<file path="src/hdl/gpio_regs.vh">
`ifndef GPIO_REGS_VH
`define GPIO_REGS_VH
// register indices; byte address is four times the index
`define IDX_PORT_A_DATA     5'h00
`define IDX_PORT_B_DATA     5'h01
`define IDX_PORT_C_DATA     5'h02
`define IDX_PORT_A_DIR      5'h04
`define IDX_PORT_B_DIR      5'h05
`define IDX_PORT_C_DIR      5'h06
`define IDX_PORT_C_PULL     5'h0F
`define IDX_PORT_A_PULL     5'h10
`define IDX_PORT_B_PULL     5'h11
// field positions
`define BIT_SLOW_EDGE       3
`define BIT_PB_UNUSED       3
`define BIT_REG_DISABLE     6
`define BIT_COMPARE_SEL     7
// reset values
`define RST_DIR             8'h00
`define RST_PULL            8'h00
// port-B pins with pull-ups, open-drain when driven
`define PB_PULLUP_MASK      8'h06
`define PB_USED_MASK        8'hF7
`define PC_USED_MASK        8'h0F
// port-C direction bits five and four do not exist
`define PC_DIR_USED_MASK    8'hCF
// half-cycle delay of the bit-two falling edge, in ns, and at 100 MHz
`define CLK_PERIOD_NS       10
`define SLOW_DELAY_NS       5
`define READ_UNMAPPED       32'h00000000
`endif

</file>
<file path="src/hdl/three_port_gpio_block.v">
// The Avalon-MM register port was chosen for this implementation.
`timescale 1ns/1ps
`include "gpio_regs.vh"

// PULL_OPTION zero builds the block without pull resistors: every pull
// enable then stays low whatever software writes to the pull registers.
// IRQ_OPTION zero leaves the port-A low nibble as plain I/O only.
module three_port_gpio_block #(
	parameter PULL_OPTION = 1,
	parameter IRQ_OPTION  = 1
) (
	// register bus
	input  wire        clk,
	input  wire        arst_n,
	input  wire [6:0]  address,
	input  wire        read,
	input  wire        write,
	input  wire [31:0] writedata,
	input  wire [3:0]  byteenable,
	output reg  [31:0] readdata,
	output wire        waitrequest,
	// port A pins
	input  wire [7:0]  portAIn,
	output wire [7:0]  portAOut,
	output wire [7:0]  portAOe,
	output wire [7:0]  portAPullDown,
	// port B pins
	input  wire [7:0]  portBIn,
	output wire [7:0]  portBOut,
	output wire [7:0]  portBOe,
	output wire [7:0]  portBPullDown,
	output wire [7:0]  portBPullUp,
	// port C pins
	input  wire [3:0]  portCIn,
	output wire [3:0]  portCOut,
	output wire [3:0]  portCOe,
	output wire [3:0]  portCPullDown,
	// timer and supply side
	input  wire        timerCompareOutput,
	output wire        timerCaptureInput,
	output wire        regulatorDisable,
	output wire        slowEdgeActive,
	output wire [3:0]  externalIrqInputs
);

	////////////////////////////////////////////////////////////////////////////////
	// registers

	reg  [7:0]  portAData;
	reg  [7:0]  portBData;
	reg  [7:0]  portCData;
	reg  [7:0]  portADirection;
	reg  [7:0]  portBDirectionSlew;
	reg  [7:0]  portCDirectionMisc;
	reg  [7:0]  portAPullControl;
	reg  [7:0]  portBPullControl;
	reg  [7:0]  portCPullControl;
	// bus handshake state and the delayed sink of port-B bit two
	reg         answered;
	reg         bitTwoLate;
	reg  [31:0] next_readdata;

	wire [7:0]  pinA;
	wire [7:0]  pinB;
	wire [3:0]  pinC;
	wire [4:0]  regIndex;
	wire        access;
	wire        writeNow;
	wire [7:0]  wrByte;
	wire        slowEdge;
	wire [7:0]  portBDir;
	wire        bitTwoDrivesLow;
	wire        sinkBitOne;
	wire        sinkBitTwo;
	// one select per register
	wire        selAData;
	wire        selBData;
	wire        selCData;
	wire        selADir;
	wire        selBDir;
	wire        selCDir;
	wire        selAPull;
	wire        selBPull;
	wire        selCPull;

	// the word address is the register index; byte lane zero carries the data
	assign regIndex = address[6:2];
	assign access   = read | write;
	// one wait cycle, then the access completes
	assign waitrequest = access & ~answered;
	// a write with lane zero disabled completes normally but changes nothing
	// so a master that only touches the upper lanes cannot corrupt a register
	assign writeNow = write & answered & byteenable[0];
	assign wrByte   = writedata[7:0];

	// the selects keep the write decoder readable; the read multiplexer below
	// decodes the same index values straight from the header
	assign selAData = (regIndex == `IDX_PORT_A_DATA);
	assign selBData = (regIndex == `IDX_PORT_B_DATA);
	assign selCData = (regIndex == `IDX_PORT_C_DATA);
	assign selADir  = (regIndex == `IDX_PORT_A_DIR);
	assign selBDir  = (regIndex == `IDX_PORT_B_DIR);
	assign selCDir  = (regIndex == `IDX_PORT_C_DIR);
	assign selAPull = (regIndex == `IDX_PORT_A_PULL);
	assign selBPull = (regIndex == `IDX_PORT_B_PULL);
	assign selCPull = (regIndex == `IDX_PORT_C_PULL);

	// answered marks the second cycle of a request and drops again right after
	// completion, so a request that follows at once still gets its wait cycle
	// and never completes on stale read data; the cost is a fixed two-cycle
	// access even for registers that could answer at once
	always @(posedge clk or negedge arst_n) begin
		if (!arst_n) begin
			answered <= 1'b0;
		end else begin
			answered <= access & ~answered;
		end
	end

	////////////////////////////////////////////////////////////////////////////////
	// data latches carry no reset: their contents survive it
	// a latch written while its pin is still an input sets the level that
	// the pin shows once it turns to output, so no stray level appears then

	always @(posedge clk) begin
		if (writeNow && selAData) begin
			portAData <= wrByte;
		end
		if (writeNow && selBData) begin
			portBData <= wrByte & `PB_USED_MASK;
		end
		if (writeNow && selCData) begin
			portCData <= wrByte & `PC_USED_MASK;
		end
	end

	// direction and pull registers clear to zero at reset
	// pull registers are write-only: software keeps its own copy if it needs one
	// the slow-edge, regulator and compare switches share the direction words
	always @(posedge clk or negedge arst_n) begin
		if (!arst_n) begin
			portADirection     <= `RST_DIR;
			portBDirectionSlew <= `RST_DIR;
			portCDirectionMisc <= `RST_DIR;
			portAPullControl   <= `RST_PULL;
			portBPullControl   <= `RST_PULL;
			portCPullControl   <= `RST_PULL;
		end else if (writeNow) begin
			if (selADir) begin
				portADirection <= wrByte;
			end
			if (selBDir) begin
				portBDirectionSlew <= wrByte;
			end
			if (selCDir) begin
				portCDirectionMisc <= wrByte & `PC_DIR_USED_MASK;
			end
			if (selAPull) begin
				portAPullControl <= wrByte;
			end
			if (selBPull) begin
				portBPullControl <= wrByte & `PB_USED_MASK;
			end
			if (selCPull) begin
				portCPullControl <= wrByte & `PC_USED_MASK;
			end
		end
	end

	////////////////////////////////////////////////////////////////////////////////
	// pin input synchronisers: a change counts once stages two and three agree
	// a pin change therefore reaches the read path three to four cycles later

	// port A: the low nibble also feeds the interrupt inputs
	pin_sync #(
		.W(8)
	) syncPortA (
		.clk      (clk),
		.arst_n   (arst_n),
		.pinIn    (portAIn),
		.pinLevel (pinA)
	);

	// port B: bit zero also feeds the timer capture input
	pin_sync #(
		.W(8)
	) syncPortB (
		.clk      (clk),
		.arst_n   (arst_n),
		.pinIn    (portBIn),
		.pinLevel (pinB)
	);

	// port C: four pins only
	pin_sync #(
		.W(4)
	) syncPortC (
		.clk      (clk),
		.arst_n   (arst_n),
		.pinIn    (portCIn),
		.pinLevel (pinC)
	);

	////////////////////////////////////////////////////////////////////////////////
	// read path: outputs read their latch, inputs read the pin
	// the word is captured in the wait cycle, so it shows the pins as they
	// stood one cycle before the access completes

	always @* begin
		next_readdata = `READ_UNMAPPED;
		case (regIndex)
			`IDX_PORT_A_DATA: begin
				next_readdata[7:0] = (portAData & portADirection) | (pinA & ~portADirection);
			end
			`IDX_PORT_B_DATA: begin
				next_readdata[7:0] = ((portBData & portBDir) | (pinB & ~portBDir))
					& `PB_USED_MASK;
			end
			`IDX_PORT_C_DATA: begin
				next_readdata[3:0] = (portCData[3:0] & portCDirectionMisc[3:0])
					| (pinC & ~portCDirectionMisc[3:0]);
			end
			`IDX_PORT_A_DIR: begin
				next_readdata[7:0] = portADirection;
			end
			`IDX_PORT_B_DIR: begin
				next_readdata[7:0] = portBDirectionSlew;
			end
			`IDX_PORT_C_DIR: begin
				next_readdata[7:0] = portCDirectionMisc;
			end
			// pull registers are write-only and read as zero
			default: begin
				next_readdata = `READ_UNMAPPED;
			end
		endcase
	end

	// read data is loaded once per read, in its wait cycle, and then stands
	// until the next read; writes never disturb it
	always @(posedge clk or negedge arst_n) begin
		if (!arst_n) begin
			readdata <= 32'h00000000;
		end else if (read && !answered) begin
			readdata <= next_readdata;
		end
	end

	////////////////////////////////////////////////////////////////////////////////
	// pin drive: shared controls and port A
	// every enable and pull here is a plain function of registers, so a pin
	// follows its write in the cycle after the bus access completes

	// bit three of the port-B direction holds the slow-edge switch, not a pin
	assign slowEdge = portBDirectionSlew[`BIT_SLOW_EDGE];
	assign portBDir = portBDirectionSlew & `PB_USED_MASK;
	assign slowEdgeActive = slowEdge;

	// port A: push-pull when output, pull-down only while an input; a driven
	// pin would otherwise fight its own pull-down and waste supply current
	assign portAOut = portAData;
	assign portAOe  = portADirection;
	assign portAPullDown = (PULL_OPTION != 0) ? (~portAPullControl & ~portADirection)
		: 8'h00;

	////////////////////////////////////////////////////////////////////////////////
	// pin drive: port B

	// bit two falls half a cycle late: its sink starts on the falling clock
	// edge after the data goes low; this is the one negedge flop in the block.
	// only the falling edge is delayed: a rising latch releases the sink at
	// once, so the pin is never held low longer than software asked for;
	// the flop sits on the same clock, so no crossing is introduced
	always @(negedge clk or negedge arst_n) begin
		if (!arst_n) begin
			bitTwoLate <= 1'b0;
		end else begin
			bitTwoLate <= ~portBData[2];
		end
	end
	assign bitTwoDrivesLow = slowEdge ? (bitTwoLate & ~portBData[2]) : ~portBData[2];

	// open-drain bits sink only while they are outputs holding a zero; a one
	// lets the line float up to its pull-up or to the board's own level
	assign sinkBitOne = portBDir[1] & ~portBData[1];
	assign sinkBitTwo = portBDir[2] & bitTwoDrivesLow;

	// bits one and two only sink; the others are push-pull
	assign portBOut = portBData & ~`PB_PULLUP_MASK;
	assign portBOe  = {portBDir[7:3], sinkBitTwo, sinkBitOne, portBDir[0]};
	// pull-ups stay active on open-drain outputs; pull-downs need an input
	// the pull-up needs no direction term: a sinking bit overrides it anyway
	assign portBPullUp = (PULL_OPTION != 0) ? (~portBPullControl & `PB_PULLUP_MASK)
		: 8'h00;
	assign portBPullDown = (PULL_OPTION != 0)
		? (~portBPullControl & ~portBDir & `PB_USED_MASK & ~`PB_PULLUP_MASK) : 8'h00;

	// capture input forced low while bit zero drives, so the pin's own output
	// can never raise a capture event in the timer
	assign timerCaptureInput = portBDir[0] ? 1'b0 : pinB[0];

	////////////////////////////////////////////////////////////////////////////////
	// pin drive: port C and side signals

	// port C: pin zero may carry the compare output; its enable still follows
	// the direction bit, so software must make pin zero an output as well
	assign portCOut = {portCData[3:1], portCDirectionMisc[`BIT_COMPARE_SEL]
		? timerCompareOutput : portCData[0]};
	assign portCOe  = portCDirectionMisc[3:0];
	assign portCPullDown = (PULL_OPTION != 0)
		? (~portCPullControl[3:0] & ~portCDirectionMisc[3:0]) : 4'h0;

	// the regulator bit only leaves the block; the supply logic acts on it
	assign regulatorDisable = portCDirectionMisc[`BIT_REG_DISABLE];
	// interrupt inputs take the filtered level, so a glitch shorter than one
	// cycle on a pin never reaches the interrupt logic
	assign externalIrqInputs = (IRQ_OPTION != 0) ? pinA[3:0] : 4'h0;

endmodule // three_port_gpio_block

////////////////////////////////////////////////////////////////////////////////
// three-flop pin synchroniser with an agreement filter: the filtered level
// only moves once stages two and three hold the same value, so a pin that
// bounces for a single cycle never reaches the registers; after reset every
// stage is low, so a pin reads low until its level has passed the filter

module pin_sync #(
	parameter W = 8
) (
	input  wire         clk,
	input  wire         arst_n,
	input  wire [W-1:0] pinIn,
	output reg  [W-1:0] pinLevel
);

	reg  [W-1:0] stage1;
	reg  [W-1:0] stage2;
	reg  [W-1:0] stage3;

	// only stage two reads stage one; the filter looks at stages two and three
	always @(posedge clk or negedge arst_n) begin
		if (!arst_n) begin
			stage1   <= {W{1'b0}};
			stage2   <= {W{1'b0}};
			stage3   <= {W{1'b0}};
			pinLevel <= {W{1'b0}};
		end else begin
			stage1   <= pinIn;
			stage2   <= stage1;
			stage3   <= stage2;
			pinLevel <= (stage2 & stage3) | (pinLevel & (stage2 | stage3));
		end
	end

endmodule // pin_sync

</file>
<file path="config.mk">
export PLATFORM = sky130hd
export DESIGN_NAME = three_port_gpio_block
export DESIGN_NICKNAME = d
export VERILOG_FILES = /design/src/hdl/three_port_gpio_block.v
export VERILOG_INCLUDE_DIRS = /design/src /design/src/hdl
export SDC_FILE = /design/constraint.sdc
export NUM_CORES = 1
export LEC_CHECK = 0
export BUFFER_PORTS_ARGS = -buffer_cell sky130_fd_sc_hd__buf_2
export CORE_MARGIN = 2
export CORE_UTILIZATION = 55
export DETAILED_ROUTE_END_ITERATION = 6
export GPL_TIMING_DRIVEN = 0
export PLACE_DENSITY = 0.95
export SYNTH_ARGS = -nofsm -noshare
export SYNTH_HDL_FRONTEND = slang
export SYNTH_SLANG_ARGS = --single-unit
</file>
<file path="constraint.sdc">
create_clock -name clk -period 3.3 [get_ports clk]
set_input_delay 0.33 -clock clk [delete_from_list [all_inputs] [get_ports clk]]
set_output_delay 0.33 -clock clk [all_outputs]
set_load 0.02 [all_outputs]
</file>
Word-level counts from Yosys, hierarchy flattened. Cells that the tools add are included.

Register bits: 150. Latch bits: 0. RAM bits: 0. Memory bits (read-only): 0. Input bits: 68. Output and inout bits: 108. Word-level logic and storage cells: 89. Memories kept: 0.

$add $sub $neg: 0. Multiply operators: 0. Divide/modulo/power cells: 0. Order comparisons: 0. Equality and inequality tests: 8. Shift-type cells: 0. Mux-type cells: 5. Bitwise logic cells: 40. Reduce and logical (&&, ||, !) cells: 12.

Operators with widths (number): bitwise AND 8 bit (10); OR 8 bit (6); NOT 8 bit (4); case mux 4 bit (6 select lines) (1); bitwise AND 4 bit (5); case mux 4 bit (5 select lines) (1); == test 5 x 3 -> 1 bit (second input constant) (3); OR 4 bit (3); AND reduction 2 bit (6); == test 5 bit (second input constant) (2); NOT 4 bit (2); bitwise AND 1 bit (6); == test 5 x 1 -> 1 bit (second input constant) (1); == test 5 x 2 -> 1 bit (second input constant) (1); == test 5 x 4 -> 1 bit (second input constant) (1); zero test 5 bit (1); logical AND 1 bit (4); two-way mux 1 bit (3); NOT 1 bit (3); zero test 1 bit (1); OR 1 bit (1).

Depth between registers and ports, before layout. Gate-level depths: netlist of the first run.

Depth in word-level cells: 4. Depth in mapped cells: 6. Gate-level depth less buffers: 4.

By module. From an unflattened synthesis of the first run, not the netlist that was laid out.

Cell total of the unflattened synthesis: 413. Area total of the unflattened synthesis: 5919.4 um^2.

Modules (own cells, without submodules): three_port_gpio_block (instances 1, cells an instance 313, area each 3692.3 um^2, sequential area each 1846.8 um^2); pin_sync at syncPortA ... (instances 2, cells an instance 40, area each 890.9 um^2, sequential area each 800.8 um^2); pin_sync at syncPortC (instances 1, cells an instance 20, area each 445.4 um^2, sequential area each 400.4 um^2).

==> run summary, run 1 <==
status -> complete, no violations
DIE AREA -> 11200 sq um
initial antenna violation count -> 0
share of cells above drive strength 1 -> 0.419
Max Cap Violations -> 0
die width -> 106 um
CP Data Required Time -> 2.97 ns
endpoint class of the critical path -> output pin
synth warn -> 0
Die H -> 106 um
CTS sink count -> 146
Top Ports -> 176
Synth area leaders -> dfrtp_1, edfxtp_1, mux2_2
Max IR drop VDD -> 399 uV
Slew Viols, Final -> 0
ANT cells -> 0
# setup viols final -> 0
Critical Path AT -> 2.89 ns
ys async rst share -> 0.870
number of buffers created by CTS -> 17
Seq/Total Area, Yosys -> 0.660
Final WS setup -> 0.0817 ns
pwr dens -> 597 nW/um^2
WL final -> 13000 um
Post-Synthesis Cells -> 401
Power, Total -> 4.37 mW
mean number of vias per cell -> 5.17
crit start category -> flop
port bufs -> 107
Post-Route Setup TNS -> 0 ns
clk slew on worst S/H paths -> 0.06 ns
Post-CTS Repair Setup Buffers -> 0
CTS max path bufs -> 2
cell leakage power -> 3.46 nW
number of synthesized flops with an enable pin -> 19
grt total ovfl -> 0
final hold vios -> 0
clock insertion delay at the later pin of the skew report -> 0.52 ns
HP Class -> in -> reg
Synth Flop Type -> dfrtp_1
Starting Density -> 0.558
DR pass1 iterations -> 5
clock skew -> 0.0730 ns
RSZ-0062 raised after global routing -> false
crit-path max FO -> 1
WS Path Type -> reg -> out
Mapped Avg Cell Area -> 14.2 sq um
vias in the first global route -> 3840
post-synth top area share -> 0.555
Core Box Area -> 10200 sq um
post-route ant nets -> 0
worst slew pin tran -> 1.01 ns
synth unique cells -> 44
drc violations -> 0
WL/cell -> 17.8 um
hpwl dp -> 8740 um
largest area contributor in the netlist -> dfrtp_1
CTS tree -> built
nets -> 651
Post-DP Area -> 6550 sq um
first-pass GRT wire length -> 20500 um
total track usage -> 0.248
Mapped Area -> 5680 sq um
Syn-to-layout area delta -> 28.7%
vias post-DR -> 3786
final instance area -> 7310 sq um
max_slew headroom -> 0.322
htree depth -> 4
Seq cells post-synth -> 146
# rows -> 37
largest net degree at the start of global routing -> 104
Place WS -> 0.409 ns
root buffer cell -> clkbuf_8
1st-iter DRT viols -> 244
Placer Congestion -> 0.865
-- layout make-up --
cell class / instances / area (sq um)
Buffer: 66 / 472
Clock inverter: 14 / 130
Multi-Input combinational cell: 219 / 1570
Tap cell: 136 / 170
Clock buffer: 18 / 428
Inverter: 5 / 18.8
Timing Repair Buffer: 128 / 776
Fill cell: 697 / 2870
Sequential cell: 146 / 3750
-- path summary, 6_finish.rpt --
kind,slack [ns],from,end,cells after the start
worst max-delay path,0.08,bitTwoLate$_DFF_NN0_,portBOe[2],3
min in group asynchronous,0.23,arst_n,syncPortB.stage1[6]$_DFF_PN0_,2
worst max register to register,0.97,portBData[2]$_DFFE_PP_,bitTwoLate$_DFF_NN0_,1
max in group asynchronous,0.68,arst_n,bitTwoLate$_DFF_NN0_,3
worst min-delay path,0.06,writedata[5],portBData[5]$_DFFE_PP_,1
worst min register to register,0.35,syncPortB.stage1[4]$_DFF_PN0_,syncPortB.stage2[4]$_DFF_PN0_,0
-- repair_timing --
action | CTS | global route
hold buffers | 20 | 0
resized for setup | 2 | 0
endpoints found under the hold margin | 43 | 0
setup endpoints to repair | 1 | 0
-- cells in the mapped netlist (2+ instances only) --
library cell / instances
edfxtp_1: 19
nand2b_1: 3
nand2_1: 8
nand3_1: 2
nor3_1: 6
o22ai_1: 2
inv_1: 5
or2_2: 2
nor2_1: 30
a211o_1: 2
nor2b_1: 6
mux2_2: 42
nor4b_1: 3
clkbuf_1: 5
mux2i_1: 15
buf_2: 2
dfrtp_1: 126
maj3_1: 19
o21ai_0: 7
o211ai_1: 4
a21oi_1: 2
o32a_1: 2
nand2_2: 2
a31oi_1: 5
o22a_1: 4
buf_4: 60
-- flip-flops by register name, summed over array words and instances, names as in the netlist, 4 cells and up --
signal	flops
portAOe	8
portAOut	8
portAPullControl	8
portBDirectionSlew	8
readdata	8
syncPortA.pinLevel	8
syncPortA.stage1	8
syncPortA.stage2	8
syncPortA.stage3	8
portBData	7
portBPullControl	7
syncPortB.pinLevel	7
syncPortB.stage1	7
syncPortB.stage2	7
syncPortB.stage3	7
portCDirectionMisc	6
portCData	4
portCPullControl	4
syncPortC.pinLevel	4
syncPortC.stage1	4
syncPortC.stage2	4
syncPortC.stage3	4
-- power breakdown --
| part | internal, mW | switching, mW | total [mW] |
|---|---|---|---|
| Clock | 1.03 | 0.761 | 1.79 |
| Sequential | 1.94 | 0.0898 | 2.03 |
| Combinational | 0.232 | 0.314 | 0.546 |
| Total | 3.20 | 1.16 | 4.37 |
-- logic make-up after synthesis --
family / synth area share
buf+inv: 0.0877
simple gates: 0.0639
compound gates: 0.0425
fa+ha+maj: 0.0335
flops: 0.660
other cells: 0.000660
mux: 0.112
-- critical path, cell delays in order (launching register included) --
cell and delay (ns):
dfrtn_1 0.40, nand2b_1 0.09, and3_1 0.18, buf_6 0.12
-- per-layer routing --
layer,vias up,routed length [um],part of all wire,global-route usage
li1,1676,-,-,-
met4,0,413,0.032,0.116
met1,1866,4950,0.38,0.307
met3,41,1120,0.086,0.0711
met5,-,0,0,0
met2,203,6540,0.50,0.404
-- layout by cell type, fill, tap and decap left out, types with 16 or more instances in the layout --
master         instances
buf_2                107
dfrtp_1              126
mux2_2                42
nor2_1                30
buf_4                 59
clkbuf_16             16
edfxtp_1              19
conb_1                37
dlygate4sd3_1         20
maj3_1                19
-- metrics by stage --
stage          utilization  instances  hold slack (ns)
6_report             0.718        732           0.0609
5_1_grt              0.718        732           0.0527
4_1_cts              0.718        732           0.0403
3_5_place_dp         0.643        681            0.206
3_3_place_gp         0.640        680            0.331
2_1_floorplan            -        437           0.0344
Note: power is estimated with default switching activity, not from simulation.
==> run 2, diff against run 1 <==
==> constraint.sdc (replaced) <==
create_clock -name clk -period 3.3 [get_ports clk]
set_input_delay 0.66 -clock clk [delete_from_list [all_inputs] [get_ports clk]]
set_output_delay 0.66 -clock clk [all_outputs]
set_load 0.02 [all_outputs]
==> run 2 against run 1 <==
  * The run now ends with negative setup slack left
  * Clock-buffer cell count unchanged
  * Sequential share of layout area rose by 1.3 points
  * Cell area shrank 2.5%
  * Sequential power about the same
  * Register-to-register slack about the same
  * Critical endpoint unchanged
  * Largest cell class unchanged
==> run summary, run 2 (synthesis results as in run 1) <==
status -> finished, violations left
violated checks -> negative setup slack
grt total ovfl -> 0 (unchanged)
Core Box Area -> 10200 sq um (unchanged)
final hold vios -> 0 (unchanged)
crit start category -> flop
Max stage delay on crit path -> 0.40 ns (about the same)
# setup viols final -> 1 (+1)
multi-input combinational cell area -> 1570 sq um (+0.32%)
clock skew -> 0.0736 ns (+0.000644 ns)
Slew Viols, Final -> 0 (unchanged)
first-pass GRT wire length -> 19800 um (-3.3%)
root buffer cell -> clkbuf_8
port bufs -> 107 (unchanged)
worst r2r path cells -> 1 (unchanged)
Hold Path Stages -> 1 (unchanged)
hold_ws -> 0.237 ns (+0.177 ns)
DIE AREA -> 11200 sq um (unchanged)
CP Data Required Time -> 2.64 ns (-0.33 ns)
drc violations -> 0 (unchanged)
pwr dens -> 611 nW/um^2 (+2.3%)
FF-to-FF End -> bitTwoLate$_DFF_NN0_
ANT cells -> 0 (unchanged)
number of buffers created by CTS -> 17 (unchanged)
nets -> 632 (-2.9%)
RSZ-0062 raised after global routing -> true
worst slew pin tran -> 1.07 ns (+0.0655 ns)
commonest non-fill, non-tap cell in the layout -> dfrtp_1
Finished Layout Cells -> 713 (-2.6%)
CP max stage cell -> dfrtn_1
Max IR drop VDD -> 392 uV (-2.0%)
max_slew headroom -> 0.278 (-0.0440)
fillcell total -> 724 (+3.9%)
htree depth -> 4 (unchanged)
commonest non-fill, non-tap cells in the layout -> dfrtp_1, buf_2, buf_4
end of the worst hold path -> syncPortA.stage1[1]$_DFF_PN0_
hold_sp -> portAIn[1]
vias post-DR -> 3716 (-1.8%)
total track usage -> 0.240 (-0.00805)
WL/cell -> 18.0 um (+0.98%)
Die H -> 106 um (unchanged)
post-route ant nets -> 0 (unchanged)
1st-iter DRT viols -> 263 (+7.8%)
Placer Congestion -> 0.865 (unchanged)
mean number of vias per cell -> 5.21 (+0.77%)
HP Class -> in -> reg
top sig layer -> met4
met1 wire length -> 4960 um (+0.26%)
Syn-to-layout area delta -> 25.5%
Final WS setup -> -0.251 ns (-0.333 ns)
CTS max path bufs -> 2 (unchanged)
hpwl dp -> 8740 um (unchanged)
WL final -> 12800 um (-1.6%)
Starting Density -> 0.558 (unchanged)
largest net degree at the start of global routing -> 104 (unchanged)
CP bufs+invs -> 1 (unchanged)
Top delay family on crit path -> flip-flops
placed instance count -> 681 (unchanged)
WS Path Type -> reg -> out
CP Launch Point -> bitTwoLate$_DFF_NN0_
share of cells above drive strength 1 -> 0.435 (+0.0155)
clk slew on worst S/H paths -> 0.07 ns (about the same)
endpoint class of the critical path -> output pin
vias in the first global route -> 3687 (-4.0%)
CTS sink count -> 146 (unchanged)
Seq. cell area -> 3750 sq um (unchanged)
Max Cap Violations -> 0 (unchanged)
Place WS -> 0.0793 ns (-0.330 ns)
worst path cell trace -> nand2b_1 -> and3_4 -> buf_6
crit-path max FO -> 1 (unchanged)
Reg2Reg Setup Slack -> 0.97 ns (about the same)
worst reg2reg path startpoint -> portBData[2]$_DFFE_PP_
Top Ports -> 176 (unchanged)
met3 wire len -> 1070 um (-4.1%)
DR pass1 iterations -> 4 (-1)
CTS tree -> built
cell leakage power -> 3.38 nW (-2.3%)
initial antenna violation count -> 0 (unchanged)
Critical Path AT -> 2.89 ns (about the same)
# rows -> 37 (unchanged)
die width -> 106 um (unchanged)
clock insertion delay at the later pin of the skew report -> 0.52 ns (about the same)
DR WL met2 -> 6410 um (-1.9%)
-- run 2: final cells by class --
| class | count | area share |
|---|---|---|
| Inverter | 5 | 0.00263 |
| Clock buffer | 18 | 0.0601 |
| Clock inverter | 14 | 0.0183 |
| Buffer | 66 | 0.0662 |
| Tap cell | 136 | 0.0239 |
| Multi-Input combinational cell | 219 | 0.221 |
| Sequential cell | 146 | 0.526 |
| Timing Repair Buffer | 109 | 0.0822 |
-- run 2: power breakdown --
part | leakage, nW | internal, mW | switching [mW]
Clock | 0.268 | 1.03 | 0.765
Sequential | 1.74 | 1.94 | 0.0902
Combinational | 1.38 | 0.218 | 0.310
-- run 2: stage by stage --
stage	setup TNS, ns	cell area [sq um]	total power [mW]	utilization
CTS	-0.271	7130	4.37	0.700
global placement	-1.45	6520	2.56	0.640
global route	-0.283	7130	4.50	0.700
finish	-0.251	7130	4.35	0.700
detailed placement	0	6550	2.59	0.643
floorplan	0	5810	2.38	-
-- run 2: worst max-delay path by stage --
stage | to | slack (ns) | cells past startpoint
3_3_place_gp | bitTwoLate$_DFF_NN0_ | -1.45 | 1
3_5_place_dp | portBOe[2] | 0.08 | 4
2_1_floorplan | portBOe[2] | 0.26 | 3
4_1_cts | portBOe[2] | -0.27 | 3
5_1_grt | portBOe[2] | -0.28 | 3
6_report | portBOe[2] | -0.25 | 3
-- run 2: timing repair --
action	CTS	global route
hold endpoints to repair	24	0
resized for setup	3	0
hold buffers	1	0
setup buffers	0	0
endpoints found under the setup margin	1	1
pin swaps	1	0
-- run 2: layer usage --
| metal | vias up | track usage |
|---|---|---|
| li1 | 1638 | - |
| met5 | - | 0 |
| met3 | 36 | 0.0705 |
| met1 | 1848 | 0.297 |
| met2 | 194 | 0.390 |
| met4 | 0 | 0.111 |
==> run 3, diff against run 2 <==
Clock period 3.3 ns to 4.3 ns, I/O delays scaled along.
==> run 3 against run 2 <==
  * The flow now finishes without violations
  * Global-route usage is essentially flat
  * Combinational power decreased by 23%
  * Clock-buffer cell count is the same
  * First-iteration DRC count rose by 8.0%
  * Clock skew about the same
  * Die area unchanged
  * Highest routed layer unchanged
==> run summary, run 3 (synthesis results as in run 1) <==
# setup viols final -> 0 (-1)
CTS sink count -> 146 (unchanged)
Critical Path AT -> 3.39 ns (+0.50 ns)
CTS tree -> built
post-route ant nets -> 0 (unchanged)
Finished Layout Cells -> 712 (-0.14%)
initial antenna violation count -> 0 (unchanged)
grt total ovfl -> 0 (unchanged)
CP max stage cell -> dfrtn_1
cell leakage power -> 3.38 nW (about the same)
ANT cells -> 0 (unchanged)
clock skew -> 0.0741 ns (+0.000467 ns)
Hold Buf Count CTS -> 0 (-1)
die width -> 106 um (unchanged)
WS Path Type -> reg -> out
placed instance count -> 681 (unchanged)
Max IR drop VDD -> 300 uV (-23%)
DIE AREA -> 11200 sq um (unchanged)
root buffer cell -> clkbuf_8
htree depth -> 4 (unchanged)
commonest non-fill, non-tap cell in the layout -> dfrtp_1
max_slew headroom -> 0.236 (-0.0415)
Post-CTS Repair Setup Buffers -> 0 (unchanged)
mean number of vias per cell -> 5.20 (-0.21%)
Slew Viols, Final -> 0 (unchanged)
crit-path max FO -> 1 (unchanged)
DR pass1 iterations -> 5 (+1)
clock insertion delay at the later pin of the skew report -> 0.52 ns (about the same)
Max Cap Violations -> 0 (unchanged)
nets -> 631 (-0.16%)
largest net degree at the start of global routing -> 104 (unchanged)
1st-iter DRT viols -> 284 (+8.0%)
RSZ-0062 raised after global routing -> false
Power, Total -> 3.34 mW (-23%)
Syn-to-layout area delta -> 25.2%
final hold vios -> 0 (unchanged)
crit start category -> flop
first-pass GRT wire length -> 19800 um (about the same)
Top Ports -> 176 (unchanged)
vias in the first global route -> 3677 (-0.27%)
commonest non-fill, non-tap cells in the layout -> dfrtp_1, buf_2, buf_4
endpoint class of the critical path -> output pin
hpwl dp -> 8740 um (unchanged)
port bufs -> 107 (unchanged)
CTS max path bufs -> 2 (unchanged)
WL/cell -> 18.0 um (about the same)
status -> complete, no violations
# rows -> 37 (unchanged)
fillcell total -> 728 (+0.55%)
clk slew on worst S/H paths -> 0.06 ns (about the same)
Core Box Area -> 10200 sq um (unchanged)
post-cts sizing count -> 2 (-1)
WL final -> 12800 um (about the same)
share of cells above drive strength 1 -> 0.434 (-0.000981)
Starting Density -> 0.558 (unchanged)
CP Data Required Time -> 3.44 ns (+0.80 ns)
pwr dens -> 470 nW/um^2 (-23%)
vias post-DR -> 3703 (-0.35%)
Placer Congestion -> 0.865 (unchanged)
HP Class -> in -> async
Die H -> 106 um (unchanged)
worst path cell trace -> nand2b_1 -> and3_1 -> buf_6
Max stage delay on crit path -> 0.40 ns (about the same)
total track usage -> 0.239 (about the same)
number of buffers created by CTS -> 17 (unchanged)
drc violations -> 0 (unchanged)
worst slew pin tran -> 1.14 ns (+0.0617 ns)
-- run 3: cell types whose count changed in the layout (fill, tap and decap cells not counted), sizes merged --
cell,previous run,this run
dlygate4sd3,1,0
-- run 3: layer usage --
metal	global-route usage	up-vias	wire [um]
li1	-	1636	-
met1	0.297	1841	4920
met2	0.389	196	6420
met3	0.0705	30	1110
met4	0.111	0	342
met5	0	-	0
-- run 3: final timing paths --
path | cells past startpoint | slack (ns) | to | start
hold / removal | 1 | 0.19 | syncPortB.stage1[4]$_DFF_PN0_ | arst_n
hold reg to reg | 0 | 0.35 | syncPortB.stage2[4]$_DFF_PN0_ | syncPortB.stage1[4]$_DFF_PN0_
setup reg to reg | 1 | 1.48 | bitTwoLate$_DFF_NN0_ | portBData[2]$_DFFE_PP_
max in group asynchronous | 2 | 1.22 | bitTwoLate$_DFF_NN0_ | arst_n
min in group clk | 0 | 0.35 | syncPortB.stage2[4]$_DFF_PN0_ | syncPortB.stage1[4]$_DFF_PN0_
setup / recovery | 3 | 0.05 | portBOe[2] | bitTwoLate$_DFF_NN0_
-- run 3: power by group --
group	total, mW	internal (mW)	switching (mW)
sequential	1.56	1.49	0.0689
combinational	0.404	0.166	0.238
clock	1.38	0.789	0.588
total	3.34	2.45	0.895
-- run 3: cell type report --
type | count | area (sq um) | share of cell area
plain buffers | 66 | 472 | 0.0663
clock buffers | 18 | 428 | 0.0602
clock inverters | 14 | 130 | 0.0183
inverters | 5 | 18.8 | 0.00264
multi-input cells | 219 | 1570 | 0.220
flip-flops and latches | 146 | 3750 | 0.527
well taps | 136 | 170 | 0.0239
repair buffers | 108 | 576 | 0.0809
-- run 3: critical path: cells and delay by family (launching register included) --
| family | cells | cell delay, ns |
|---|---|---|
| flip-flops | 1 | 0.40 |
| AND/OR/NAND/NOR | 2 | 0.28 |
| buffers and inverters | 1 | 0.12 |
-- run 3: metrics by stage --
stage	TNS (ns)	utilization	setup WS (ns)	hold slack, ns	area [sq um]
2_1_floorplan	0	-	0.556	0.331	5810
3_3_place_gp	-1.15	0.640	-1.15	0.331	6520
3_5_place_dp	0	0.643	0.379	0.335	6550
4_1_cts	0	0.698	0.0237	0.184	7110
5_1_grt	0	0.698	0.0237	0.191	7110
6_report	0	0.698	0.0467	0.192	7110
